<file path="src/logic/mctopo_pkg.sv">
// constants, field layout and types of the multichip topology register bank
package mctopo_pkg;
	// ****************************************
	// build options
	// ****************************************
	localparam logic MULTICHIP = 1'b1;
	localparam logic CORE_REMOVAL_CAPABLE = 1'b1;
	localparam int NUM_CHIPS = 4;
	localparam int CHIP_IDX_W = 2;
	localparam int NUM_RDOFF_REGS = 8;
	localparam int RDOFF_IDX_W = 3;
	localparam int NUM_CORES = 512;
	localparam int CORE_IDX_W = 9;
	localparam int CHIP_ADDR_WIDTH = 36;
	localparam int MASTER_ADDR_WIDTH = 48;
	localparam int MM_HI_W = MASTER_ADDR_WIDTH - 16;

	// ****************************************
	// register byte offsets
	// ****************************************
	localparam logic [11:0] DCHIP_OFS = 12'h000;
	localparam logic [11:0] CHIP_BASE_OFS = 12'h040;
	localparam logic [11:0] RDOFF_BASE_OFS = 12'h080;
	localparam logic [11:0] VCFG_OFS = 12'h0c0;
	localparam logic [11:0] BUILD_STATUS_OFS = 12'h0c8;

	// ****************************************
	// field positions
	// ****************************************
	localparam int OWNER_LSB = 4;
	localparam int OWNER_W = 6;
	localparam int DCHIP_PENDING_BIT = 0;
	localparam int CHIP_ONLINE_BIT = 0;
	localparam int CHIP_PENDING_BIT = 1;
	localparam int SPI_BLOCKS_LSB = 3;
	localparam int SPI_MIN_LSB = 9;
	localparam int SPI_FIELD_W = 6;
	localparam logic [5:0] SPI_MAX_VALUE = 6'h3e;
	localparam int CHIP_ADDR_LSB = 16;
	localparam logic [63:0] CHIP_RW_MASK = 64'h000f_ffff_ffff_7ff9;
	localparam int BS_LAST_LSB = 4;
	localparam int BS_LEFT_BIT = 13;

	// ****************************************
	// reset values
	// ****************************************
	localparam logic [5:0] OWNER_RST = 6'h00;
	localparam logic [63:0] CHIP_CFG_RST = 64'h0000_0000_0000_0000;
	localparam logic [63:0] RDOFF_RST = 64'h0000_0000_0000_0000;

	typedef logic [63:0] reg64_t;
	typedef logic [CORE_IDX_W-1:0] core_idx_t;
endpackage : mctopo_pkg

</file>
<file path="src/logic/removal_if.sv">
// carrier between the register bank and the core removal summary
`timescale 1ns/100ps
interface removal_if;
	logic [mctopo_pkg::NUM_CORES-1:0] removed;
	mctopo_pkg::core_idx_t last_idx;
	logic any_left;
	modport bank (output removed, input last_idx, input any_left);
	modport summary (input removed, output last_idx, output any_left);
endinterface : removal_if

</file>
<file path="src/logic/core_removal_summary.sv">
// finds the last redistributor that survives core removal
`timescale 1ns/100ps
module core_removal_summary (
	removal_if.summary rm
);
	// ****************************************
	// highest surviving core
	// ****************************************
	function automatic logic [mctopo_pkg::CORE_IDX_W:0] last_left(
		input logic [mctopo_pkg::NUM_CORES-1:0] removed);
		logic [mctopo_pkg::CORE_IDX_W:0] res;
		res = '0;
		for (int i = 0; i < mctopo_pkg::NUM_CORES; i++) begin
			if (!removed[i]) begin
				res = {1'b1, i[mctopo_pkg::CORE_IDX_W-1:0]};
			end
		end
		return res;
	endfunction : last_left

	logic [mctopo_pkg::CORE_IDX_W:0] res;

	// RQ16: bit order is page order
	always_comb begin
		res = last_left(rm.removed);
		rm.any_left = res[mctopo_pkg::CORE_IDX_W];
		rm.last_idx = res[mctopo_pkg::CORE_IDX_W-1:0];
	end
endmodule : core_removal_summary

</file>
<file path="src/logic/multichip_topology_regs.sv">
// multichip chip configuration and core removal register bank on APB
// Functional notes
// RQ1: default chip, chip config and core removal registers answer Secure accesses only.
// RQ2: default chip and chip config registers exist only in multichip builds.
// RQ3: default chip bits 9:4 hold routing table owner, zero to highest chip.
// RQ4: power update pending reads at chip bit 1 and default bit 0.
// RQ5: one 64-bit chip config register per chip, selected by chip number.
// RQ6: chip config writes dropped while any interrupt group enable is set.
// RQ7: stream destination routing driven from chip address bits 51:16.
// RQ8: memory mapped upper write address bits driven from chip address field.
// RQ9: chip address field starts at bit 16, width set by build parameter.
// RQ10: bits 14:9 set minimum interrupts per shared block, values 0 to 62.
// RQ11: bits 8:3 set number of shared interrupt blocks, values 0 to 62.
// RQ12: bit 0 of each chip config register sets chip offline or online.
// RQ13: chip state zero means offline, one means online.
// RQ14: core removal registers exist only when removal capability is built in.
// RQ15: eight 64-bit removal registers; bit m of n removes core 64n+m.
// RQ16: removal bit order follows redistributor page order of the address map.
// RQ17: last redistributor indication moves to last remaining redistributor.
// RQ18: auxiliary distributor page sits just above last remaining redistributor page.
// RQ19: RAM scrub and error insertion limited to lines still in use.
// RQ20: software programs removal registers first, before any processor message.
// RQ21: 64-bit read-back of final virtual config table access attributes.
//
// The address map and the APB interface to the registers were left to the implementer.
`timescale 1ns/100ps
module multichip_topology_regs (
	// clock, reset, enable
	input wire logic CLK,
	input wire logic ARST_N,
	input wire logic CE,
	// apb slave
	input wire logic PSEL,
	input wire logic PENABLE,
	input wire logic PWRITE,
	input wire logic [11:0] PADDR,
	input wire logic [31:0] PWDATA,
	input wire logic [3:0] PSTRB,
	input wire logic [2:0] PPROT,
	output logic [31:0] PRDATA,
	output logic PREADY,
	output logic PSLVERR,
	// distributor state
	input wire logic GROUP0_ENABLE,
	input wire logic GROUP1_NONSECURE_ENABLE,
	input wire logic GROUP1_SECURE_ENABLE,
	input wire logic [mctopo_pkg::NUM_CHIPS-1:0] POWER_UPDATE_PENDING,
	input wire logic [63:0] VCFG_ATTR,
	// cross-chip routing
	input wire logic [mctopo_pkg::CHIP_IDX_W-1:0] DEST_CHIP,
	output logic [mctopo_pkg::CHIP_ADDR_WIDTH-1:0] STREAM_DEST,
	output logic [mctopo_pkg::MM_HI_W-1:0] MM_AWADDR_HI,
	output logic [mctopo_pkg::NUM_CHIPS-1:0] CHIP_ONLINE,
	output logic [mctopo_pkg::OWNER_W-1:0] ROUTING_TABLE_OWNER,
	// reduced core set
	output logic [mctopo_pkg::CORE_IDX_W-1:0] LAST_RD_INDEX,
	output logic [mctopo_pkg::CORE_IDX_W:0] AUX_PAGE_INDEX,
	output logic [mctopo_pkg::CORE_IDX_W:0] RAM_LINE_LIMIT,
	output logic CORES_LEFT
);
	// ****************************************
	// decode functions
	// ****************************************
	function automatic logic hit_chip(input logic [11:0] a);
		return mctopo_pkg::MULTICHIP && (a[11:5] == mctopo_pkg::CHIP_BASE_OFS[11:5]);
	endfunction : hit_chip

	function automatic logic hit_rdoff(input logic [11:0] a);
		return mctopo_pkg::CORE_REMOVAL_CAPABLE &&
			(a[11:6] == mctopo_pkg::RDOFF_BASE_OFS[11:6]);
	endfunction : hit_rdoff

	function automatic logic hit_dchip(input logic [11:0] a);
		return mctopo_pkg::MULTICHIP && (a[11:2] == mctopo_pkg::DCHIP_OFS[11:2]);
	endfunction : hit_dchip

	function automatic logic secure_only(input logic [11:0] a);
		return hit_chip(a) || hit_rdoff(a) || hit_dchip(a);
	endfunction : secure_only

	function automatic logic [63:0] merge_half(input logic [63:0] old,
		input logic [31:0] wd, input logic [3:0] strb, input logic hi);
		logic [63:0] res;
		res = old;
		for (int b = 0; b < 4; b++) begin
			if (strb[b]) begin
				res[(hi ? 32 : 0) + 8*b +: 8] = wd[8*b +: 8];
			end
		end
		return res;
	endfunction : merge_half

	// ****************************************
	// state
	// ****************************************
	logic pready_ff;
	logic pslverr_ff;
	logic [31:0] prdata_ff;
	logic [31:0] nxt_rdata;
	logic nxt_err;
	logic [5:0] owner_ff;
	logic [mctopo_pkg::NUM_CHIPS-1:0] pending_ff;
	mctopo_pkg::reg64_t chip_cfg_ff [mctopo_pkg::NUM_CHIPS];
	mctopo_pkg::reg64_t rdoff_ff [mctopo_pkg::NUM_RDOFF_REGS];
	logic wr_en;
	logic grp_any;
	logic [mctopo_pkg::CHIP_ADDR_WIDTH-1:0] stream_ff;
	logic [mctopo_pkg::MM_HI_W-1:0] mm_hi_ff;
	logic [mctopo_pkg::NUM_CHIPS-1:0] online_ff;
	mctopo_pkg::core_idx_t last_ff;
	logic [mctopo_pkg::CORE_IDX_W:0] aux_ff;
	logic [mctopo_pkg::CORE_IDX_W:0] ram_ff;
	logic left_ff;

	removal_if rm ();

	core_removal_summary u_summary (
		.rm(rm.summary)
	);

	// ****************************************
	// apb slave: registered answer, one wait-free access phase
	// ****************************************
	assign wr_en = CE && PSEL && PENABLE && pready_ff && PWRITE && !pslverr_ff;
	assign grp_any = GROUP0_ENABLE || GROUP1_NONSECURE_ENABLE || GROUP1_SECURE_ENABLE;

	always_comb begin
		nxt_rdata = 32'h0000_0000;
		nxt_err = 1'b0;
		if (PADDR[1:0] != 2'h0) begin
			nxt_err = 1'b1;
		// RQ1: secure only
		end else if (PPROT[1] && secure_only(PADDR)) begin
			nxt_err = 1'b1;
		// RQ3: owner field
		end else if (hit_dchip(PADDR)) begin
			nxt_rdata[mctopo_pkg::OWNER_LSB +: mctopo_pkg::OWNER_W] = owner_ff;
			// RQ4: pending flag
			nxt_rdata[mctopo_pkg::DCHIP_PENDING_BIT] = |pending_ff;
		// RQ5: chip select
		end else if (hit_chip(PADDR)) begin
			if (PADDR[2]) begin
				nxt_rdata = chip_cfg_ff[PADDR[4:3]][63:32];
			end else begin
				nxt_rdata = chip_cfg_ff[PADDR[4:3]][31:0];
				nxt_rdata[mctopo_pkg::CHIP_PENDING_BIT] = pending_ff[PADDR[4:3]];
			end
		end else if (hit_rdoff(PADDR)) begin
			nxt_rdata = PADDR[2] ? rdoff_ff[PADDR[5:3]][63:32] : rdoff_ff[PADDR[5:3]][31:0];
		// RQ21: attribute read-back
		end else if (PADDR[11:3] == mctopo_pkg::VCFG_OFS[11:3]) begin
			nxt_rdata = PADDR[2] ? VCFG_ATTR[63:32] : VCFG_ATTR[31:0];
		end else if (PADDR[11:2] == mctopo_pkg::BUILD_STATUS_OFS[11:2]) begin
			nxt_rdata[0] = mctopo_pkg::MULTICHIP;
			nxt_rdata[1] = mctopo_pkg::CORE_REMOVAL_CAPABLE;
			nxt_rdata[mctopo_pkg::BS_LAST_LSB +: mctopo_pkg::CORE_IDX_W] = last_ff;
			nxt_rdata[mctopo_pkg::BS_LEFT_BIT] = left_ff;
		end else begin
			// RQ2: absent in single chip builds
			nxt_err = 1'b1;
		end
	end

	// answer is formed in the setup cycle so PRDATA can come straight from a flop
	always_ff @(posedge CLK or negedge ARST_N) begin
		if (!ARST_N) begin
			pready_ff <= 1'b0;
			pslverr_ff <= 1'b0;
			prdata_ff <= 32'h0000_0000;
		end else if (CE) begin
			pready_ff <= PSEL && !PENABLE;
			if (PSEL && !PENABLE) begin
				pslverr_ff <= nxt_err;
				prdata_ff <= (PWRITE || nxt_err) ? 32'h0000_0000 : nxt_rdata;
			end
		end
	end

	assign PREADY = pready_ff;
	assign PSLVERR = pslverr_ff;
	assign PRDATA = prdata_ff;

	// ****************************************
	// default chip register
	// ****************************************
	always_ff @(posedge CLK or negedge ARST_N) begin
		if (!ARST_N) begin
			owner_ff <= mctopo_pkg::OWNER_RST;
			pending_ff <= '0;
		end else if (CE) begin
			pending_ff <= POWER_UPDATE_PENDING;
			// RQ3: out of range owner ignored
			if (wr_en && hit_dchip(PADDR) && PSTRB[0] && PSTRB[1] &&
				(PWDATA[mctopo_pkg::OWNER_LSB +: mctopo_pkg::OWNER_W] <
				6'(mctopo_pkg::NUM_CHIPS))) begin
				owner_ff <= PWDATA[mctopo_pkg::OWNER_LSB +: mctopo_pkg::OWNER_W];
			end
		end
	end

	// ****************************************
	// per-chip configuration registers
	// ****************************************
	for (genvar g = 0; g < mctopo_pkg::NUM_CHIPS; g++) begin : g_chip
		mctopo_pkg::reg64_t nxt_cfg;
		always_comb begin
			nxt_cfg = merge_half(chip_cfg_ff[g], PWDATA, PSTRB, PADDR[2]) &
				mctopo_pkg::CHIP_RW_MASK;
			// RQ10: illegal minimum keeps old value
			if (nxt_cfg[mctopo_pkg::SPI_MIN_LSB +: mctopo_pkg::SPI_FIELD_W] >
				mctopo_pkg::SPI_MAX_VALUE) begin
				nxt_cfg[mctopo_pkg::SPI_MIN_LSB +: mctopo_pkg::SPI_FIELD_W] =
					chip_cfg_ff[g][mctopo_pkg::SPI_MIN_LSB +: mctopo_pkg::SPI_FIELD_W];
			end
			// RQ11: illegal block count kept out
			if (nxt_cfg[mctopo_pkg::SPI_BLOCKS_LSB +: mctopo_pkg::SPI_FIELD_W] >
				mctopo_pkg::SPI_MAX_VALUE) begin
				nxt_cfg[mctopo_pkg::SPI_BLOCKS_LSB +: mctopo_pkg::SPI_FIELD_W] =
					chip_cfg_ff[g][mctopo_pkg::SPI_BLOCKS_LSB +: mctopo_pkg::SPI_FIELD_W];
			end
		end
		always_ff @(posedge CLK or negedge ARST_N) begin
			if (!ARST_N) begin
				chip_cfg_ff[g] <= mctopo_pkg::CHIP_CFG_RST;
			// RQ6: writes dropped while enabled
			end else if (CE && wr_en && hit_chip(PADDR) && !grp_any &&
				(PADDR[4:3] == (mctopo_pkg::CHIP_IDX_W)'(g))) begin
				chip_cfg_ff[g] <= nxt_cfg;
			end
		end
	end

	// ****************************************
	// core removal registers
	// ****************************************
	for (genvar r = 0; r < mctopo_pkg::NUM_RDOFF_REGS; r++) begin : g_rdoff
		always_ff @(posedge CLK or negedge ARST_N) begin
			if (!ARST_N) begin
				rdoff_ff[r] <= mctopo_pkg::RDOFF_RST;
			// RQ15: bit m of n is core 64n+m
			end else if (CE && wr_en && hit_rdoff(PADDR) &&
				(PADDR[5:3] == (mctopo_pkg::RDOFF_IDX_W)'(r))) begin
				rdoff_ff[r] <= merge_half(rdoff_ff[r], PWDATA, PSTRB, PADDR[2]);
			end
		end
		// RQ14: zero mask when not built
		assign rm.removed[64*r +: 64] = mctopo_pkg::CORE_REMOVAL_CAPABLE ? rdoff_ff[r] : '0;
	end

	// ****************************************
	// outputs toward the rest of the distributor
	// ****************************************
	// the route follows DEST_CHIP one cycle late; transport must sample accordingly
	always_ff @(posedge CLK or negedge ARST_N) begin
		if (!ARST_N) begin
			stream_ff <= '0;
			mm_hi_ff <= '0;
			online_ff <= '0;
		end else if (CE) begin
			// RQ7: stream destination
			// RQ9: field from bit 16
			stream_ff <= chip_cfg_ff[DEST_CHIP][mctopo_pkg::CHIP_ADDR_LSB +:
				mctopo_pkg::CHIP_ADDR_WIDTH];
			// RQ8: upper write address
			mm_hi_ff <= chip_cfg_ff[DEST_CHIP][mctopo_pkg::CHIP_ADDR_LSB +:
				mctopo_pkg::MM_HI_W];
			for (int c = 0; c < mctopo_pkg::NUM_CHIPS; c++) begin
				// RQ12: chip state bit
				// RQ13: one means online
				online_ff[c] <= chip_cfg_ff[c][mctopo_pkg::CHIP_ONLINE_BIT];
			end
		end
	end

	// software is trusted to program removal first; later changes still track but are unsafe
	always_ff @(posedge CLK or negedge ARST_N) begin
		if (!ARST_N) begin
			last_ff <= '0;
			aux_ff <= '0;
			ram_ff <= '0;
			left_ff <= 1'b0;
		end else if (CE) begin
			// RQ17: last redistributor moves
			last_ff <= rm.last_idx;
			left_ff <= rm.any_left;
			// RQ18: aux page above last
			aux_ff <= rm.any_left ? ({1'b0, rm.last_idx} + 10'h001) : 10'h000;
			// RQ19: scrub limited to used lines
			ram_ff <= rm.any_left ? ({1'b0, rm.last_idx} + 10'h001) : 10'h000;
		end
	end

	assign STREAM_DEST = stream_ff;
	assign MM_AWADDR_HI = mm_hi_ff;
	assign CHIP_ONLINE = online_ff;
	assign ROUTING_TABLE_OWNER = owner_ff;
	assign LAST_RD_INDEX = last_ff;
	assign AUX_PAGE_INDEX = aux_ff;
	assign RAM_LINE_LIMIT = ram_ff;
	assign CORES_LEFT = left_ff;

	// ****************************************
	// assertions
	// ****************************************
	property p_secure;
		@(posedge CLK) disable iff (!ARST_N)
		(CE && PSEL && !PENABLE && PPROT[1] && secure_only(PADDR)) |=>
			(PREADY && PSLVERR && PRDATA == 32'h0000_0000);
	endproperty
	a_secure: assert property (p_secure) else $error("non-secure access not refused"); // RQ1

	property p_absent;
		@(posedge CLK) disable iff (!ARST_N)
		(CE && PSEL && !PENABLE && !PPROT[1] && PADDR == mctopo_pkg::DCHIP_OFS)
			|=> PSLVERR == !mctopo_pkg::MULTICHIP;
	endproperty
	a_absent: assert property (p_absent) else $error("default chip reg presence wrong"); // RQ2

	property p_owner;
		@(posedge CLK) disable iff (!ARST_N)
		ROUTING_TABLE_OWNER < 6'(mctopo_pkg::NUM_CHIPS);
	endproperty
	a_owner: assert property (p_owner) else $error("owner beyond highest chip"); // RQ3

	property p_pending;
		@(posedge CLK) disable iff (!ARST_N)
		(CE && PSEL && !PENABLE && !PWRITE && !PPROT[1] && PADDR == mctopo_pkg::DCHIP_OFS)
			|=> PRDATA[mctopo_pkg::DCHIP_PENDING_BIT] == $past(|pending_ff);
	endproperty
	a_pending: assert property (p_pending) else $error("pending flag wrong"); // RQ4

	property p_guard;
		@(posedge CLK) disable iff (!ARST_N)
		(wr_en && hit_chip(PADDR) && grp_any) |=> $stable(chip_cfg_ff[0]) &&
			$stable(chip_cfg_ff[1]) && $stable(chip_cfg_ff[2]) && $stable(chip_cfg_ff[3]);
	endproperty
	a_guard: assert property (p_guard) else $error("chip config written while enabled"); // RQ6

	property p_stream;
		@(posedge CLK) disable iff (!ARST_N)
		CE ##1 CE |-> STREAM_DEST ==
			$past(chip_cfg_ff[DEST_CHIP][51:16]);
	endproperty
	a_stream: assert property (p_stream) else $error("stream destination mismatch"); // RQ7

	property p_mm;
		@(posedge CLK) disable iff (!ARST_N)
		CE ##1 CE |-> MM_AWADDR_HI == STREAM_DEST[mctopo_pkg::MM_HI_W-1:0];
	endproperty
	a_mm: assert property (p_mm) else $error("write address high bits mismatch"); // RQ8

	property p_spi;
		@(posedge CLK) disable iff (!ARST_N)
		chip_cfg_ff[DEST_CHIP][14:9] != 6'h3f && chip_cfg_ff[DEST_CHIP][8:3] != 6'h3f;
	endproperty
	a_spi: assert property (p_spi) else $error("shared block field out of range"); // RQ10

	property p_online;
		@(posedge CLK) disable iff (!ARST_N)
		CE ##1 CE |-> CHIP_ONLINE[0] == $past(chip_cfg_ff[0][0]);
	endproperty
	a_online: assert property (p_online) else $error("chip online mismatch"); // RQ13

	property p_aux;
		@(posedge CLK) disable iff (!ARST_N)
		CORES_LEFT |-> (AUX_PAGE_INDEX == {1'b0, LAST_RD_INDEX} + 10'h001) &&
			(RAM_LINE_LIMIT == AUX_PAGE_INDEX);
	endproperty
	a_aux: assert property (p_aux) else $error("aux page not above last"); // RQ18

	c_chip_write: cover property (@(posedge CLK) wr_en && hit_chip(PADDR) && !grp_any);
	c_guarded: cover property (@(posedge CLK) wr_en && hit_chip(PADDR) && grp_any);
	c_removal: cover property (@(posedge CLK) wr_en && hit_rdoff(PADDR));
	c_nonsec: cover property (@(posedge CLK) PREADY && PSLVERR);
endmodule : multichip_topology_regs

</file>
<file path="config.mk">
export PLATFORM = sky130hd
export DESIGN_NAME = multichip_topology_regs
export DESIGN_NICKNAME = d
export VERILOG_FILES = /design/src/logic/mctopo_pkg.sv /design/src/logic/removal_if.sv /design/src/logic/core_removal_summary.sv /design/src/logic/multichip_topology_regs.sv
export SDC_FILE = /design/constraint.sdc
export NUM_CORES = 2
export LEC_CHECK = 0
export ABC_AREA = 1
export BUFFER_PORTS_ARGS = -buffer_cell sky130_fd_sc_hd__buf_2
export CAP_MARGIN = 20
export CORE_MARGIN = 8
export CORE_UTILIZATION = 45
export CTS_CLUSTER_DIAMETER = 30
export CTS_CLUSTER_SIZE = 28
export DETAILED_ROUTE_END_ITERATION = 6
export SYNTH_ARGS = -nofsm -noshare
export SYNTH_HDL_FRONTEND = slang
export SYNTH_SLANG_ARGS = --single-unit
</file>
<file path="constraint.sdc">
create_clock -name CLK -period 33.2 [get_ports CLK]
set_input_delay 1.66 -clock CLK [delete_from_list [all_inputs] [get_ports CLK]]
set_output_delay 1.66 -clock CLK [all_outputs]
set_load 0.03 [all_outputs]
</file>
==> key figures <==
Critical path
  – Slowest CP cell: dfrtp_1
  – CP Data Required Time: about 34 ns
  – Worst Path Arrival: between 30 and 40 ns
  – Most common cell type on the critical path: nand2_1
  – CP max stage delay: 0.37 ns
  – CP max FO: 3
  – Worst Setup End Kind: flip-flop
  – Worst Path Buf+Inv: 1
  – Crit Path Category: flip-flop to flip-flop
  – Worst Setup Start Kind: flip-flop
  – Top Family by Delay on Critical Path: simple AND/OR/NAND/NOR gates

Placed design
  – Post-DP HPWL: between 100000 and 150000 um
  – GP Congestion: between 0.9 and 1
  – Port Buffer Count: approximately 270
  – Cell Area, Placed: between 0.04 and 0.05 sq mm
  – Pre-CTS setup slack: 0.686 ns

Routing
  – Post-DRT Antenna Nets: 0
  – Vias: about 44000
  – Routed length per placed instance: between 20 and 30 um
  – Final wirelength: ~180000 um
  – Vias per cell: about 6
  – DRC viols: 0
  – DR iter-0 viols: about 6000
  – DRT Pass-1 Iters: 7

Synthesis
  – Most numerous cell in the Yosys netlist: nand2_1
  – Synth area leaders: dfrtp_1 48%, nand2_1 14%, o21ai_0 9.5%
  – Post-synth EDFFs: 0
  – Mapped Area: around 0.042 sq mm
  – Post-synth ARST share: between 90% and 100%
  – Syn Area/Cell: about 7.6 sq um
  – Synthesized net count: 5680
  – Area share of the largest cell type after synthesis: between 40% and 50%
  – Post-synth top cells: 1585 x nand2_1, 812 x dfrtp_1, 806 x o21ai_0
  – Synth area leader: dfrtp_1
  – Register area share after synthesis: 48.0%
  – Syn Inst Count: ~5500
  – Top FF cell, synth: dfrtp_1
  – Count of state elements after synthesis: 812
  – Syn. warnings: 0
  – Synth unique cells: 46

Pwr
  – Power Density: about 62 mW/mm^2
  – VDD IR-drop max: 54.6 uV
  – Static Leakage: ~23 nW

Timing
  – WHS: ~0.47 ns
  – Final worst path period share: a little over nine tenths
  – Final Max Slew Viols: 0
  – Min cycle time layout: between 30 and 40 ns
  – Slew at the pin with the worst max-slew slack: between 1 and 1.5 ns
  – Max Freq: ~32 MHz
  – Unrepaired setup endpoints after global routing: true
  – Final setup fails: 0
  – Setup Skew: ~0.033 ns
  – Final setup margin: 1.85 ns
  – TNS Setup: 0 ns
  – Fin. Hold Viols: 0
  – Worst slew margin: 14.1%

Final layout
  – Final core utilization: 55.5%
  – Post-Layout Inst Area: slightly above 0.05 sq mm
  – Area growth, synth to finish: 22.2%
  – Fin nets: 5886
  – ANT cells: 0
  – Share of cells above drive strength 1: 13.4%

Die
  – Core area: ~0.093 sq mm
  – Initial core utilization: 45.4%
  – Rows: ~110
  – Full die area: ~0.10 sq mm
  – DIE WIDTH: roughly 320 um
  – Chip height: roughly 320 um
  – Top Ports: between 200 and 300

Clock network
  – Hold buffer count at cts: 0
  – Worst-Skew Late Latency: 0.80 ns
  – Deepest clock path buffer count: 3
  – CTS Buf Count: between 150 and 200
  – CTS Root Cell: clkbuf_16
  – CTS tree: yes
  – Clock Pin Slew Worst Setup and Hold Paths: roughly 0.050 ns
  – CTS Sinks: 812
  – CTS H-tree lvls: 4

GRT
  – Initial antenna violation count: 1
  – Gr usage total: approximately 35%
  – Largest net degree at the start of global routing: around 160
  – Total grt overflow: 0
  – First-pass GRT wire length: around 270000 um
  – Vias in the first global route: a little over 40000

Flow run
  – Number of max-cap violations: 0

Hold path
  – Worst Hold Class: flip-flop to flip-flop

Status
  – Status: finished clean
==> logic make-up (layout without fill, tap and decap cells) <==
| kind of cell | Yosys count | count (layout) | synth area share, % |
|---|---|---|---|
| buffers and inverters | 678 | 1049 | 6.38 |
| flip-flops | 812 | 812 | 48.0 |
| multiplexers | 42 | 42 | 1.06 |
| adder cells (fa/ha/maj) | 1 | 1 | 0.0295 |
| AND/OR/NAND/NOR | 2576 | 2576 | 24.9 |
| AO/OA/AOI/OAI | 1440 | 1440 | 19.6 |
==> through the flow <==
stage | cells | power (W)
floorplan | 5549 | 0.00111
global placement | 6807 | 0.00121
detailed placement | 6812 | 0.00121
CTS | 7168 | 0.00321
global route | 7174 | 0.00328
finish | 7174 | 0.00321
==> power by group <==
part	internal [W]	leakage, nW	total (W)	switching [W]
logic	0.0000411	8.88	0.000193	0.000152
clock network	0.00138	3.34	0.00201	0.000627
registers	0.000998	10.6	0.00101	0.00000683
total	0.00242	22.8	0.00321	0.000785
==> worst min-delay path, stage by stage, from the launching register on <==
cell and delay [ns]:
dfrtp_1 0.34, nand2_1 0.05, nand2_1 0.05
==> sequential cells by signal (all words and copies together) (netlist names) <==
| signal | cells |
|---|---|
| rdoff_ff | 512 |
| chip_cfg_ff | 196 |
| STREAM_DEST | 36 |
| PRDATA | 32 |
| RAM_LINE_LIMIT | 10 |
| LAST_RD_INDEX | 9 |
| ROUTING_TABLE_OWNER | 6 |
| CHIP_ONLINE | 4 |
| pending_ff | 4 |
| CORES_LEFT | 1 |
| PREADY | 1 |
| PSLVERR | 1 |
==> layout make-up <==
class                           instances  area (sq um)
Sequential cell                       812         20300
Clock buffer                          241          5160
Fill cell                            8854         41600
Tap cell                             1254          1570
Multi-Input combinational cell       4059         19600
Inverter                              337          1270
Clock inverter                        115          1770
Timing Repair Buffer                  356          2100
==> cells in the final DEF, fill, tap and decap left out, types with 51 or more instances in the layout <==
cell,netlist,final
buf_4,42,78
nor2_1,452,445
o21ai_0,806,804
nand2_1,1585,1537
a31oi_1,51,51
buf_2,0,268
o22ai_1,298,298
dfrtp_1,812,812
nor3_1,113,111
inv_1,329,324
nand3_1,260,259
nand4_1,120,120
a21oi_1,87,87
clkbuf_16,0,189
==> timing repair <==
action                     in CTS  in global routing
setup endpoints to repair       0                 10
setup buffers                   0                  4
gates resized for setup         0                 62
hold endpoints to repair        0                  0
==> layer usage <==
metal  track usage, %  up-vias  wire length (um)
met4             21.2        0             12600
met1             46.2    21100             74100
li1                 -    19600                 -
met2             52.0     2504             80300
met3             6.67      473             17800
met5                0        -                 0
==> final timing paths <==
| check | startpoint | to | slack [ns] | cells past startpoint |
|---|---|---|---|---|
| worst max-delay path | rdoff_ff[449] | RAM_LINE_LIMIT[6] | 1.85 | 516 |
| worst min-delay path | CHIP_ONLINE[1] | CHIP_ONLINE[1] | 0.47 | 2 |
| worst max register to register | rdoff_ff[449] | RAM_LINE_LIMIT[6] | 1.85 | 516 |
| worst min register to register | CHIP_ONLINE[1] | CHIP_ONLINE[1] | 0.47 | 2 |
| max in group asynchronous | ARST_N | rdoff_ff[494] | 29.97 | 3 |
| min in group asynchronous | ARST_N | STREAM_DEST[21] | 0.93 | 1 |
Note: power is estimated with default switching activity, not from simulation.
